[src/epw_pkg.sv]
// Shared constants for the enhanced PWM channel register set
package epw_pkg;

  // ==========================================================
  // Bus and register geometry
  localparam int DATA_W = 32;          // Avalon data width
  localparam int REG_W = 8;            // Width of the channel registers except interrupt status and mask (INT_W)
  localparam int ADDR_IDX_LO = 2;      // Lowest byte-address bit of the word index
  localparam int ADDR_IDX_W = 4;       // Width of the word index
  localparam int ADDR_MIN_W = ADDR_IDX_LO + ADDR_IDX_W;

  // Word indices; byte address is four times the index
  localparam logic [3:0] IDX_TMR_PER = 4'h0;   // timer_period
  localparam logic [3:0] IDX_ALT_PER = 4'h1;   // alt_timer_period
  localparam logic [3:0] IDX_DUTY_LO = 4'h2;   // duty_low
  localparam logic [3:0] IDX_DUTY_HI = 4'h3;   // duty_high_shadow, read only
  localparam logic [3:0] IDX_CTRL = 4'h4;      // channel_control
  localparam logic [3:0] IDX_SHDN = 4'h5;      // shutdown_control
  localparam logic [3:0] IDX_DEL = 4'h6;       // deadband_restart
  localparam logic [3:0] IDX_INT_ST = 4'h7;    // Interrupt status, cleared by read
  localparam logic [3:0] IDX_INT_MSK = 4'h8;   // Interrupt mask

  // ==========================================================
  // Field positions
  localparam int CTRL_CFG_HI = 7;      // output_config_sel
  localparam int CTRL_CFG_LO = 6;
  localparam int CTRL_DLSB_HI = 5;     // duty_lsb_hi
  localparam int CTRL_DLSB_LO = 4;     // duty_lsb_lo
  localparam int CTRL_MODE_HI = 3;     // mode_polarity_sel group bits
  localparam int CTRL_MODE_LO = 2;
  localparam int CTRL_POL_AC = 1;      // A/C active low when set
  localparam int CTRL_POL_BD = 0;      // B/D active low when set
  localparam int SHDN_STAT = 7;        // shutdown_event_status
  localparam int SHDN_SRC_HI = 6;      // shutdown_source_sel
  localparam int SHDN_SRC_LO = 4;
  localparam int SHDN_AC_HI = 3;       // pair_ac_shutdown_state
  localparam int SHDN_AC_LO = 2;
  localparam int SHDN_BD_HI = 1;       // pair_bd_shutdown_state
  localparam int SHDN_BD_LO = 0;
  localparam int DEL_RSEN = 7;         // auto_restart_enable
  localparam int DB_W = 7;             // deadband_count width
  localparam int PSS_TRI_BIT = 1;      // Pin state: set means tri-state
  localparam int PSS_LVL_BIT = 0;      // Pin state: driven level

  // ==========================================================
  // Reset values
  localparam logic [7:0] PER_RST = 8'hff;
  localparam logic [7:0] CTRL_RST = 8'h00;
  localparam logic [7:0] SHDN_RST = 8'h00;
  localparam logic [7:0] DEL_RST = 8'h00;

  // ==========================================================
  // Encodings
  localparam logic [1:0] CFG_SINGLE = 2'h0;
  localparam logic [1:0] CFG_FULL_FWD = 2'h1;
  localparam logic [1:0] CFG_HALF = 2'h2;
  localparam logic [1:0] CFG_FULL_REV = 2'h3;
  localparam logic [1:0] MODE_PWM = 2'h3;   // Upper mode bits that select PWM
  localparam int SRC_W = 3;                 // Source bits: 0 cmp1, 1 cmp2, 2 ext pin
  localparam int NPIN = 4;                  // Pins a, b, c, d
  localparam int FINE_W = 2;                // Sub-step counter under the timer
  localparam logic [1:0] FINE_MAX = 2'h3;
  localparam int INT_W = 2;
  localparam int INT_PERIOD = 0;            // Period start event
  localparam int INT_SHDN = 1;              // Shutdown event

endpackage : epw_pkg

[src/epw_top.sv]
// Enhanced PWM channel: register set, period timer, outputs and auto shutdown
`timescale 1ns/1ps

module epw_top
  import epw_pkg::*;
#(
  parameter int CHAN_INDEX = 1,               // Instance index only
  parameter int USE_ALT_TIMER = 0,            // 0 timer_period, 1 alt_timer_period
  parameter int ADDR_W = 6,                   // Avalon byte address width
  parameter logic [7:0] DUTY_POR_VAL = 8'h00  // Stands in for the unknown power-on duty
)(
  input wire logic clk,
  input wire logic rst,
  input wire logic por_rst,
  input wire logic [ADDR_W-1:0] avs_address,
  input wire logic avs_read,
  input wire logic avs_write,
  input wire logic [DATA_W-1:0] avs_writedata,
  input wire logic [3:0] avs_byteenable,
  output logic [DATA_W-1:0] avs_readdata,
  output logic avs_waitrequest,
  output logic irq,
  input wire logic cmp1_in,
  input wire logic cmp2_in,
  input wire logic ext_interrupt_pin,
  input wire logic [NPIN-1:0] pin_direction_bits,
  output logic out_pin_a_o,
  output logic out_pin_a_oe,
  output logic out_pin_b_o,
  output logic out_pin_b_oe,
  output logic out_pin_c_o,
  output logic out_pin_c_oe,
  output logic out_pin_d_o,
  output logic out_pin_d_oe
);

  // ==========================================================
  // Elaboration checks
  // instance index only
  if (CHAN_INDEX < 0) begin : g_chk_idx
    $error("CHAN_INDEX must not be negative");
  end
  if ((USE_ALT_TIMER != 0) && (USE_ALT_TIMER != 1)) begin : g_chk_alt
    $error("USE_ALT_TIMER must be 0 or 1");
  end
  if (ADDR_W < ADDR_MIN_W) begin : g_chk_addr
    $error("ADDR_W too small for the register map");
  end

  // ==========================================================
  // State of the channel outside the shutdown sync and dead-band blocks
  typedef struct packed {
    logic [REG_W-1:0] tmr_per;     // timer_period
    logic [REG_W-1:0] alt_per;     // alt_timer_period
    logic [REG_W-1:0] duty_lo;     // duty_low, firmware value
    logic [REG_W-1:0] duty_hi;     // duty_high_shadow, active duty upper part
    logic [FINE_W-1:0] duty_lsb;   // Active duty low bits
    logic [REG_W-1:0] ctrl;        // channel_control
    logic [REG_W-1:0] shdn;        // shutdown_control
    logic [REG_W-1:0] del;         // deadband_restart
    logic [INT_W-1:0] int_st;      // Sticky event bits
    logic [INT_W-1:0] int_msk;     // Event mask
    logic [REG_W-1:0] tmr;         // Period timer
    logic [FINE_W-1:0] fine;       // Sub-step below the timer
    logic sd_hold;                 // Shutdown latched at period start
    logic ack;                     // Bus answer cycle
    logic [REG_W-1:0] rdata;       // Captured read data
    logic [NPIN-1:0] pin_o;        // Pin levels
    logic [NPIN-1:0] pin_oe;       // Pin drive enables
  } epw_state_s;

  epw_state_s q_r;
  epw_state_s q_nxt;

  logic rst_any;                   // Any reset source
  logic cause;                     // Selected shutdown cause level
  logic [NPIN/2-1:0] db_level;     // Delayed a and b levels
  logic pwm_raw;                   // Count below duty

  assign rst_any = rst | por_rst;

  // ==========================================================
  // Shutdown source sync and selection
  // source selection
  epw_shutdown u_shutdown (
    .clk(clk),
    .rst(rst_any),
    .src_raw({ext_interrupt_pin, cmp2_in, cmp1_in}),
    .src_sel(q_r.shdn[SHDN_SRC_HI:SHDN_SRC_LO]),
    .cause(cause)
  );

  // ==========================================================
  // Dead-band delay for the primary and complementary outputs
  assign pwm_raw = {q_r.tmr, q_r.fine} < {q_r.duty_hi, q_r.duty_lsb};

  for (genvar gi = 0; gi < NPIN/2; gi++) begin : g_db
    epw_deadband u_db (
      .clk(clk),
      .rst(rst_any),
      .level_in((gi == 0) ? pwm_raw : ~pwm_raw),
      .enable(q_r.ctrl[CTRL_CFG_HI:CTRL_CFG_LO] == CFG_HALF),
      .count(q_r.del[DB_W-1:0]),
      .level_out(db_level[gi])
    );
  end

  // ==========================================================
  // Next-state logic
  logic req;                       // Bus request present
  logic acc;                       // Request completes this edge
  logic wr;                        // Accepted write on lane 0
  logic [ADDR_IDX_W-1:0] sel;      // Word index
  logic [REG_W-1:0] wd;            // Write data byte
  logic [REG_W-1:0] period;        // Selected period value
  logic pwm_on;                    // PWM mode selected
  logic period_start;              // Last sub-step of a period
  logic cause_eff;                 // Cause while PWM runs
  logic st;                        // Shutdown status now
  logic st_nxt;                    // Shutdown status next
  logic fw_set;                    // Firmware forces shutdown
  logic fw_clr;                    // Firmware clears status
  logic auto_clr;                  // Automatic restart clear
  logic sd_now;                    // Outputs in shutdown state
  logic [1:0] cfg;                 // Output configuration
  logic [NPIN-1:0] act;            // Logical active per pin
  logic [NPIN-1:0] drv;            // Pins used by configuration
  logic [1:0] pss;                 // Pair shutdown state
  logic pol;                       // Pair polarity
  logic [INT_W-1:0] ev;            // Events this cycle
  logic [INT_W-1:0] rd_clr;        // Bits cleared by a status read

  always_comb begin
    q_nxt = q_r;
    req = avs_read | avs_write;
    acc = req & q_r.ack;
    sel = avs_address[ADDR_IDX_LO +: ADDR_IDX_W];
    wd = avs_writedata[REG_W-1:0];
    wr = avs_write & acc & avs_byteenable[0];
    cfg = q_r.ctrl[CTRL_CFG_HI:CTRL_CFG_LO];
    act = '0;
    drv = '0;
    pss = '0;
    pol = 1'b0;
    rd_clr = '0;

    // Bus answer: one wait cycle, then the access completes
    q_nxt.ack = req & ~q_r.ack;
    if (req && !q_r.ack && avs_read) begin
      // Capture read data in the wait cycle; it stands at completion
      unique case (sel)
        IDX_TMR_PER: q_nxt.rdata = q_r.tmr_per;
        IDX_ALT_PER: q_nxt.rdata = q_r.alt_per;
        IDX_DUTY_LO: q_nxt.rdata = q_r.duty_lo;
        IDX_DUTY_HI: q_nxt.rdata = q_r.duty_hi;
        IDX_CTRL: q_nxt.rdata = q_r.ctrl;
        IDX_SHDN: q_nxt.rdata = q_r.shdn;
        IDX_DEL: q_nxt.rdata = q_r.del;
        IDX_INT_ST: q_nxt.rdata = {{(REG_W-INT_W){1'b0}}, q_r.int_st};
        IDX_INT_MSK: q_nxt.rdata = {{(REG_W-INT_W){1'b0}}, q_r.int_msk};
        default: q_nxt.rdata = '0;
      endcase
    end

    // Plain register writes
    if (wr) begin
      unique case (sel)
        IDX_TMR_PER: q_nxt.tmr_per = wd;
        IDX_ALT_PER: q_nxt.alt_per = wd;
        IDX_DUTY_LO: q_nxt.duty_lo = wd;
        IDX_CTRL: q_nxt.ctrl = wd;
        IDX_SHDN: q_nxt.shdn[SHDN_SRC_HI:0] = wd[SHDN_SRC_HI:0];
        IDX_DEL: q_nxt.del = wd;
        IDX_INT_MSK: q_nxt.int_msk = wd[INT_W-1:0];
        default: ;
      endcase
    end

    period = (USE_ALT_TIMER == 1) ? q_r.alt_per : q_r.tmr_per;
    pwm_on = q_r.ctrl[CTRL_MODE_HI:CTRL_MODE_LO] == MODE_PWM;
    period_start = pwm_on && (q_r.fine == FINE_MAX) && (q_r.tmr == period);
    if (!pwm_on) begin
      // Idle timer while PWM is off
      q_nxt.tmr = '0;
      q_nxt.fine = '0;
    end else begin
      q_nxt.fine = q_r.fine + {{(FINE_W-1){1'b0}}, 1'b1};
      if (q_r.fine == FINE_MAX) begin
        q_nxt.tmr = (q_r.tmr == period) ? '0 : q_r.tmr + 8'h01;
      end
    end

    if (!pwm_on || period_start) begin
      q_nxt.duty_hi = q_r.duty_lo;
      q_nxt.duty_lsb = q_r.ctrl[CTRL_DLSB_HI:CTRL_DLSB_LO];
    end

    // status set by cause or forced write; set wins
    cause_eff = cause & pwm_on;
    st = q_r.shdn[SHDN_STAT];
    fw_set = wr && (sel == IDX_SHDN) && wd[SHDN_STAT];
    fw_clr = wr && (sel == IDX_SHDN) && !wd[SHDN_STAT] && !cause_eff;
    auto_clr = q_r.del[DEL_RSEN] && st && !cause_eff;
    st_nxt = cause_eff | fw_set | (st & ~(fw_clr | auto_clr));
    q_nxt.shdn[SHDN_STAT] = st_nxt;

    // shutdown held through a period that began in it
    if (!pwm_on) begin
      q_nxt.sd_hold = 1'b0;
    end else if (period_start) begin
      q_nxt.sd_hold = st;
    end
    sd_now = st | q_r.sd_hold;

    unique case (cfg)
      CFG_SINGLE: begin
        act = {3'h0, db_level[0]};
        drv = 4'h1;
      end
      CFG_FULL_FWD: begin
        act = {db_level[0], 2'h0, 1'b1};
        drv = 4'hf;
      end
      CFG_HALF: begin
        act = {2'h0, db_level[1], db_level[0]};
        drv = 4'h3;
      end
      CFG_FULL_REV: begin
        act = {1'b0, 1'b1, db_level[0], 1'b0};
        drv = 4'hf;
      end
    endcase

    // Pin levels and enables; even index is pair A/C, odd is B/D
    for (int i = 0; i < NPIN; i++) begin
      pss = (i % 2 == 0) ? q_r.shdn[SHDN_AC_HI:SHDN_AC_LO] : q_r.shdn[SHDN_BD_HI:SHDN_BD_LO];
      pol = (i % 2 == 0) ? q_r.ctrl[CTRL_POL_AC] : q_r.ctrl[CTRL_POL_BD];
      if (!pwm_on || !drv[i]) begin
        q_nxt.pin_o[i] = 1'b0;
        q_nxt.pin_oe[i] = 1'b0;
      end else if (sd_now) begin
        q_nxt.pin_o[i] = pss[PSS_LVL_BIT] & ~pss[PSS_TRI_BIT];
        q_nxt.pin_oe[i] = ~pss[PSS_TRI_BIT] & ~pin_direction_bits[i];
      end else begin
        // no drive while direction says input
        q_nxt.pin_o[i] = act[i] ^ pol;
        q_nxt.pin_oe[i] = ~pin_direction_bits[i];
      end
    end

    // Sticky events; a read clears only the bits it returned
    ev = '0;
    ev[INT_PERIOD] = period_start;
    ev[INT_SHDN] = st_nxt & ~st;
    if (avs_read && acc && (sel == IDX_INT_ST)) begin
      rd_clr = q_r.rdata[INT_W-1:0];
    end
    q_nxt.int_st = (q_r.int_st & ~rd_clr) | ev;

    // Reset: any reset clears most state; power-on also clears delay and loads duty with DUTY_POR_VAL
    if (rst_any) begin
      q_nxt.tmr_per = PER_RST;
      q_nxt.alt_per = PER_RST;
      // control and shutdown on every reset
      q_nxt.ctrl = CTRL_RST;
      q_nxt.shdn = SHDN_RST;
      q_nxt.int_st = '0;
      q_nxt.int_msk = '0;
      q_nxt.tmr = '0;
      q_nxt.fine = '0;
      q_nxt.sd_hold = 1'b0;
      q_nxt.ack = 1'b0;
      q_nxt.rdata = '0;
      q_nxt.pin_o = '0;
      q_nxt.pin_oe = '0;
      q_nxt.duty_lsb = q_r.duty_lsb;
      if (por_rst) begin
        q_nxt.del = DEL_RST;
        q_nxt.duty_lo = DUTY_POR_VAL;
        q_nxt.duty_hi = DUTY_POR_VAL;
        q_nxt.duty_lsb = '0;
      end else begin
        q_nxt.del = q_r.del;
        q_nxt.duty_lo = q_r.duty_lo;
        q_nxt.duty_hi = q_r.duty_hi;
      end
    end
  end

  // State register
  always_ff @(posedge clk) begin
    q_r <= q_nxt;
  end

  // ==========================================================
  // Outputs
  assign avs_waitrequest = (avs_read | avs_write) & ~q_r.ack;
  assign avs_readdata = {{(DATA_W-REG_W){1'b0}}, q_r.rdata};
  assign irq = |(q_r.int_st & q_r.int_msk);
  assign out_pin_a_o = q_r.pin_o[0];
  assign out_pin_a_oe = q_r.pin_oe[0];
  assign out_pin_b_o = q_r.pin_o[1];
  assign out_pin_b_oe = q_r.pin_oe[1];
  assign out_pin_c_o = q_r.pin_o[2];
  assign out_pin_c_oe = q_r.pin_oe[2];
  assign out_pin_d_o = q_r.pin_o[3];
  assign out_pin_d_oe = q_r.pin_oe[3];

endmodule : epw_top

[src/epw_shutdown.sv]
// Shutdown source synchroniser and source selection
`timescale 1ns/1ps

module epw_shutdown
  import epw_pkg::*;
(
  input wire logic clk,
  input wire logic rst,
  input wire logic [SRC_W-1:0] src_raw,
  input wire logic [SRC_W-1:0] src_sel,
  output logic cause
);

  // ==========================================================
  // State
  typedef struct packed {
    logic [SRC_W-1:0] s1;    // First stage, read only by s2
    logic [SRC_W-1:0] s2;
    logic [SRC_W-1:0] s3;
    logic [SRC_W-1:0] filt;  // Accepted level per source
  } epw_sync_s;

  epw_sync_s q_r;
  epw_sync_s q_nxt;
  logic [SRC_W-1:0] agree;   // Second and third stage match

  // Three-stage sync; a change counts once stages two and three agree
  always_comb begin
    q_nxt = q_r;
    agree = ~(q_r.s2 ^ q_r.s3);
    q_nxt.s1 = src_raw;
    q_nxt.s2 = q_r.s1;
    q_nxt.s3 = q_r.s2;
    q_nxt.filt = (agree & q_r.s3) | (~agree & q_r.filt);
    if (rst) begin
      q_nxt = '0;
    end
  end

  // State register
  always_ff @(posedge clk) begin
    q_r <= q_nxt;
  end

  // Selected sources ORed; code 000 gives no cause
  assign cause = |(q_r.filt & src_sel);

endmodule : epw_shutdown

[src/epw_deadband.sv]
// Dead-band delay on the inactive-to-active edge of one output
`timescale 1ns/1ps

module epw_deadband
  import epw_pkg::*;
(
  input wire logic clk,
  input wire logic rst,
  input wire logic level_in,
  input wire logic enable,
  input wire logic [DB_W-1:0] count,
  output logic level_out
);

  // ==========================================================
  // State
  typedef struct packed {
    logic [DB_W-1:0] cnt;    // Cycles waited since the active request
    logic out;               // Delayed level
  } epw_db_s;

  epw_db_s q_r;
  epw_db_s q_nxt;

  // Going inactive is immediate; going active waits count cycles
  always_comb begin
    q_nxt = q_r;
    if (!level_in) begin
      // Inactive request clears the wait
      q_nxt.out = 1'b0;
      q_nxt.cnt = '0;
    end else if (!q_r.out) begin
      if (!enable || (q_r.cnt >= count)) begin
        q_nxt.out = 1'b1;
      end else begin
        q_nxt.cnt = q_r.cnt + {{(DB_W-1){1'b0}}, 1'b1};
      end
    end
    if (rst) begin
      q_nxt = '0;
    end
  end

  // State register
  always_ff @(posedge clk) begin
    q_r <= q_nxt;
  end

  assign level_out = q_r.out;

endmodule : epw_deadband

[config.mk]
export PLATFORM = sky130hd
export DESIGN_NAME = epw_top
export DESIGN_NICKNAME = d
export VERILOG_FILES = /design/src/epw_pkg.sv /design/src/epw_top.sv /design/src/epw_shutdown.sv /design/src/epw_deadband.sv
export SDC_FILE = /design/constraint.sdc
export NUM_CORES = 1
export LEC_CHECK = 0
export ABC_AREA = 1
export BUFFER_PORTS_ARGS = -buffer_cell sky130_fd_sc_hd__buf_2
export CAP_MARGIN = 20
export CORE_MARGIN = 2
export CORE_UTILIZATION = 48
export CTS_CLUSTER_SIZE = 25
export DETAILED_ROUTE_END_ITERATION = 16
export GPL_TIMING_DRIVEN = 0
export PLACE_DENSITY_LB_ADDON = 0.05
export SLEW_MARGIN = 20
export SYNTH_ARGS = -nofsm -noshare
export SYNTH_HDL_FRONTEND = slang
export SYNTH_HIERARCHICAL = 1
export SYNTH_SLANG_ARGS = --single-unit
[constraint.sdc]
create_clock -name clk -period 2.7 [get_ports clk]
set_input_delay 0 -clock clk [delete_from_list [all_inputs] [get_ports clk]]
set_output_delay 0 -clock clk [all_outputs]
set_load 0.02 [all_outputs]
==> key figures <==
Run status
  – Outcome: completed

Synthesis
  – Synth Flop Type: dfxtp_1
  – Sequential area share after synthesis: 40.8%
  – Syn. warnings: 6
  – Count leader, synth: nand2_1
  – Seq cells post-synth: 118
  – Post-synth cell types: 41
  – Gate count of the mapped netlist: 844
  – Cell taking the most area after synthesis: dfxtp_1
  – Area share of the largest cell type after synthesis: 28.6%
  – Commonest cells in the netlist: nand2_1 (158), inv_1 (125), nor2_1 (100)
  – Syn Area/Cell: 7.62 µm²
  – Area contributors post-synth: dfxtp_1 (29%), edfxtp_1 (12%), nand2_1 (9.2%), inv_1 (7.3%), nor2_1 (5.8%)
  – Mapped Area: 6430 µm²
  – Asr flop ratio synth: 0%
  – Post-synth EDFFs: 26

Cells and area
  – Final instance count without filler cells: 1136
  – Layout overhead on the synthesized area: 21.3%
  – N_diodes: 0
  – Share of layout cells above drive strength 1: 18.6%
  – Fill cells: 1231
  – Final core occ: 59.4%
  – Final #Nets: 1028
  – Flip-flop and latch area: 2620 µm²
  – Area of the multi-input gates: 3020 µm²

Route
  – Final ANT Viol Nets: 0
  – Routed vias: 5649
  – Wire per inst: 15.0 µm
  – Final WL: 17.1 mm
  – Remaining routing DRC violations: 0
  – Iter 0 DRT Violations: 342
  – DR pass1 iterations: 5
  – Vias per cell: 4.97

Pwr
  – PwrDens: 598 nW/µm²
  – Leak pwr: 3.59 nW
  – VDD IR max: 0.638 mV

Setup path
  – CP bufs+invs: 1
  – Crit-path cells: ha_1, inv_1, a21oi_1, nand3_1, nor2_1, o21ai_0, nand2_1
  – Crit Path Max Fanout: 10
  – CP Data Arrival Time: 2290 ps
  – Worst r2r src: q_r[18]
  – Top delay family on crit path: simple AND/OR/NAND/NOR gates
  – WS Path Type: reg -> reg
  – Crit path launch type: flop
  – CP Capture Type: flop
  – Worst setup path startpoint: q_r[18]
  – Critical path required time: 2760 ps
  – Critical path's largest stage delay: 380 ps
  – CP max-delay cell: dfxtp_1

Global route
  – All-Layer GR Usage: 25.3%
  – Initial antenna violation count: 0
  – GRT Residual Overflow: 0
  – Vias in the first global route: 5440
  – First-pass GRT wire length: 27.3 mm
  – Largest net degree at the start of global routing: 17

CTS
  – Clock buffer depth: 2
  – Post-CTS Setup Inserts: 0
  – Clock slew seen by the registers of the worst setup and hold paths: 60 ps
  – Worst-skew pair later-pin latency: 420 ps
  – H-tree levels: 4
  – Cts bufs inserted: 17
  – Root buffer cell: clkbuf_16
  – CTS tree: built
  – # clock sinks: 118

STA
  – Fmax: 447 MHz
  – Rel. slew slack: 44.5%
  – Setup violators final: 0
  – Slew Viols, Final: 0
  – Worst-Margin Slew: 827 ps
  – Hold Violations, Final: 0
  – WHS: 24.1 ps
  – Setup tns final: 0 ps
  – Final min period: 2240 ps
  – Worst Skew: 7.86 ps
  – Period utilisation layout: 82.8%
  – RSZ-0062 raised after global routing: false

Placement
  – Routability cong.: 0.906
  – Detailed Place HPWL: 13.0 mm
  – IO buf count: 42
  – Placed cell count: 1085

Die
  – IO Pins: 96
  – Starting Density: 49.0%
  – Die ar.: 14300 µm²
  – Rows: 42
  – CORE AREA: 13100 µm²
  – Die height: 120 µm
  – Die width: 120 µm

Worst hold path
  – Hold Crit Start: avs_read
  – Hold WC Path Type: in -> reg

Flow run
  – Maxcap violations: 0
## report_power, final
group	leakage (nW)	switching [mW]	internal, mW	total (mW)
Clock	0.328	0.822	1.66	2.48
Combinational	2.24	0.217	0.114	0.331
Sequential	1.02	0.0160	1.83	1.85
## registers in the layout, summed over array words and instances (netlist names), named ones only
signal               count
out_pin_d_oe             1
u_shutdown/q_r           9
g_db.u_db/level_out      2
pss                      2
out_pin_b_oe             1
out_pin_b_o              1
avs_readdata             8
pol                      1
out_pin_a_o              1
period                   8
g_db.u_db/q_r           14
out_pin_d_o              1
q_r                     61
out_pin_a_oe             1
out_pin_c_o              1
out_pin_c_oe             1
cfg                      2
## final cells by class
type | instances | share of cell area [%]
tap | 176 | 2.82
inverter | 134 | 6.51
timing repair buffer | 61 | 5.13
buffer | 49 | 4.68
clock buffer | 22 | 6.77
sequential | 118 | 33.6
clock inverter | 10 | 1.72
multi-input combinational | 566 | 38.7
## cell families after synthesis
| kind of cell | synth area share, % |
|---|---|
| compound gates | 11.6 |
| xor+xnor | 1.36 |
| fa+ha+maj | 5.25 |
| buf+inv | 13.6 |
| flops | 40.8 |
| other cells | 0.0583 |
| simple gates | 27.3 |
## through the flow
stage               cell area, µm²  setup slack [ps]  power, mW
floorplan                     6520              1050       2.09
global placement              6950               445       2.19
detailed placement            6950               535       2.19
CTS                           7800               506       4.70
global route                  7800               283       4.83
finish                        7800               464       4.66
## layer usage
layer	share of wire (%)	GRT usage, %
met4	2.7	10.7
met3	4.7	5.37
met1	43	30.0
met2	50	44.1
met5	0	0
## path summary, 6_finish.rpt
path	to	slack [ps]	cells past startpoint
worst max-delay path	q_r[63]	460	7
worst min-delay path	q_r[31]	20	4
worst max register to register	q_r[63]	460	7
worst min register to register	u_shutdown/q_r[8]	400	2
## layout by cell type, fill, tap and decap left out, types with 3 or more instances in the layout
| master | Yosys | final |
|---|---|---|
| clkinv_2 | 0 | 3 |
| nor2_2 | 13 | 13 |
| nand2_2 | 6 | 6 |
| buf_1 | 3 | 3 |
| dfxtp_1 | 92 | 92 |
| o21ai_0 | 45 | 43 |
| o21ai_1 | 10 | 12 |
| edfxtp_1 | 26 | 26 |
| bufinv_16 | 0 | 3 |
| o211ai_2 | 7 | 7 |
| buf_2 | 4 | 46 |
| xor2_1 | 8 | 8 |
| nor2_1 | 100 | 100 |
| o21ai_2 | 3 | 3 |
| a21oi_2 | 3 | 3 |
| buf_6 | 6 | 6 |
| nand2_1 | 158 | 158 |
| nor3_2 | 3 | 3 |
| dlygate4sd3_1 | 0 | 19 |
| inv_1 | 125 | 125 |
| a21oi_1 | 49 | 49 |
| clkbuf_16 | 0 | 20 |
| nor3_1 | 16 | 16 |
| nand4_1 | 12 | 12 |
| inv_2 | 8 | 8 |
| ha_1 | 27 | 27 |
| nand3_1 | 57 | 57 |
| conb_1 | 1 | 24 |
| buf_4 | 35 | 35 |
| nor2_4 | 4 | 4 |
## timing repair
item	CTS	global route
gates resized for setup	0	0
hold buffers	19	0
hold endpoints to repair	28	0
## worst reg2reg max path, cell delays in order, from the launching register on
cell,delay (ps)
dfxtp_1,380
ha_1,310
inv_1,150
a21oi_1,150
nand3_1,150
nor2_1,240
o21ai_0,110
nand2_1,380
Power figures use the tool's default switching activity.
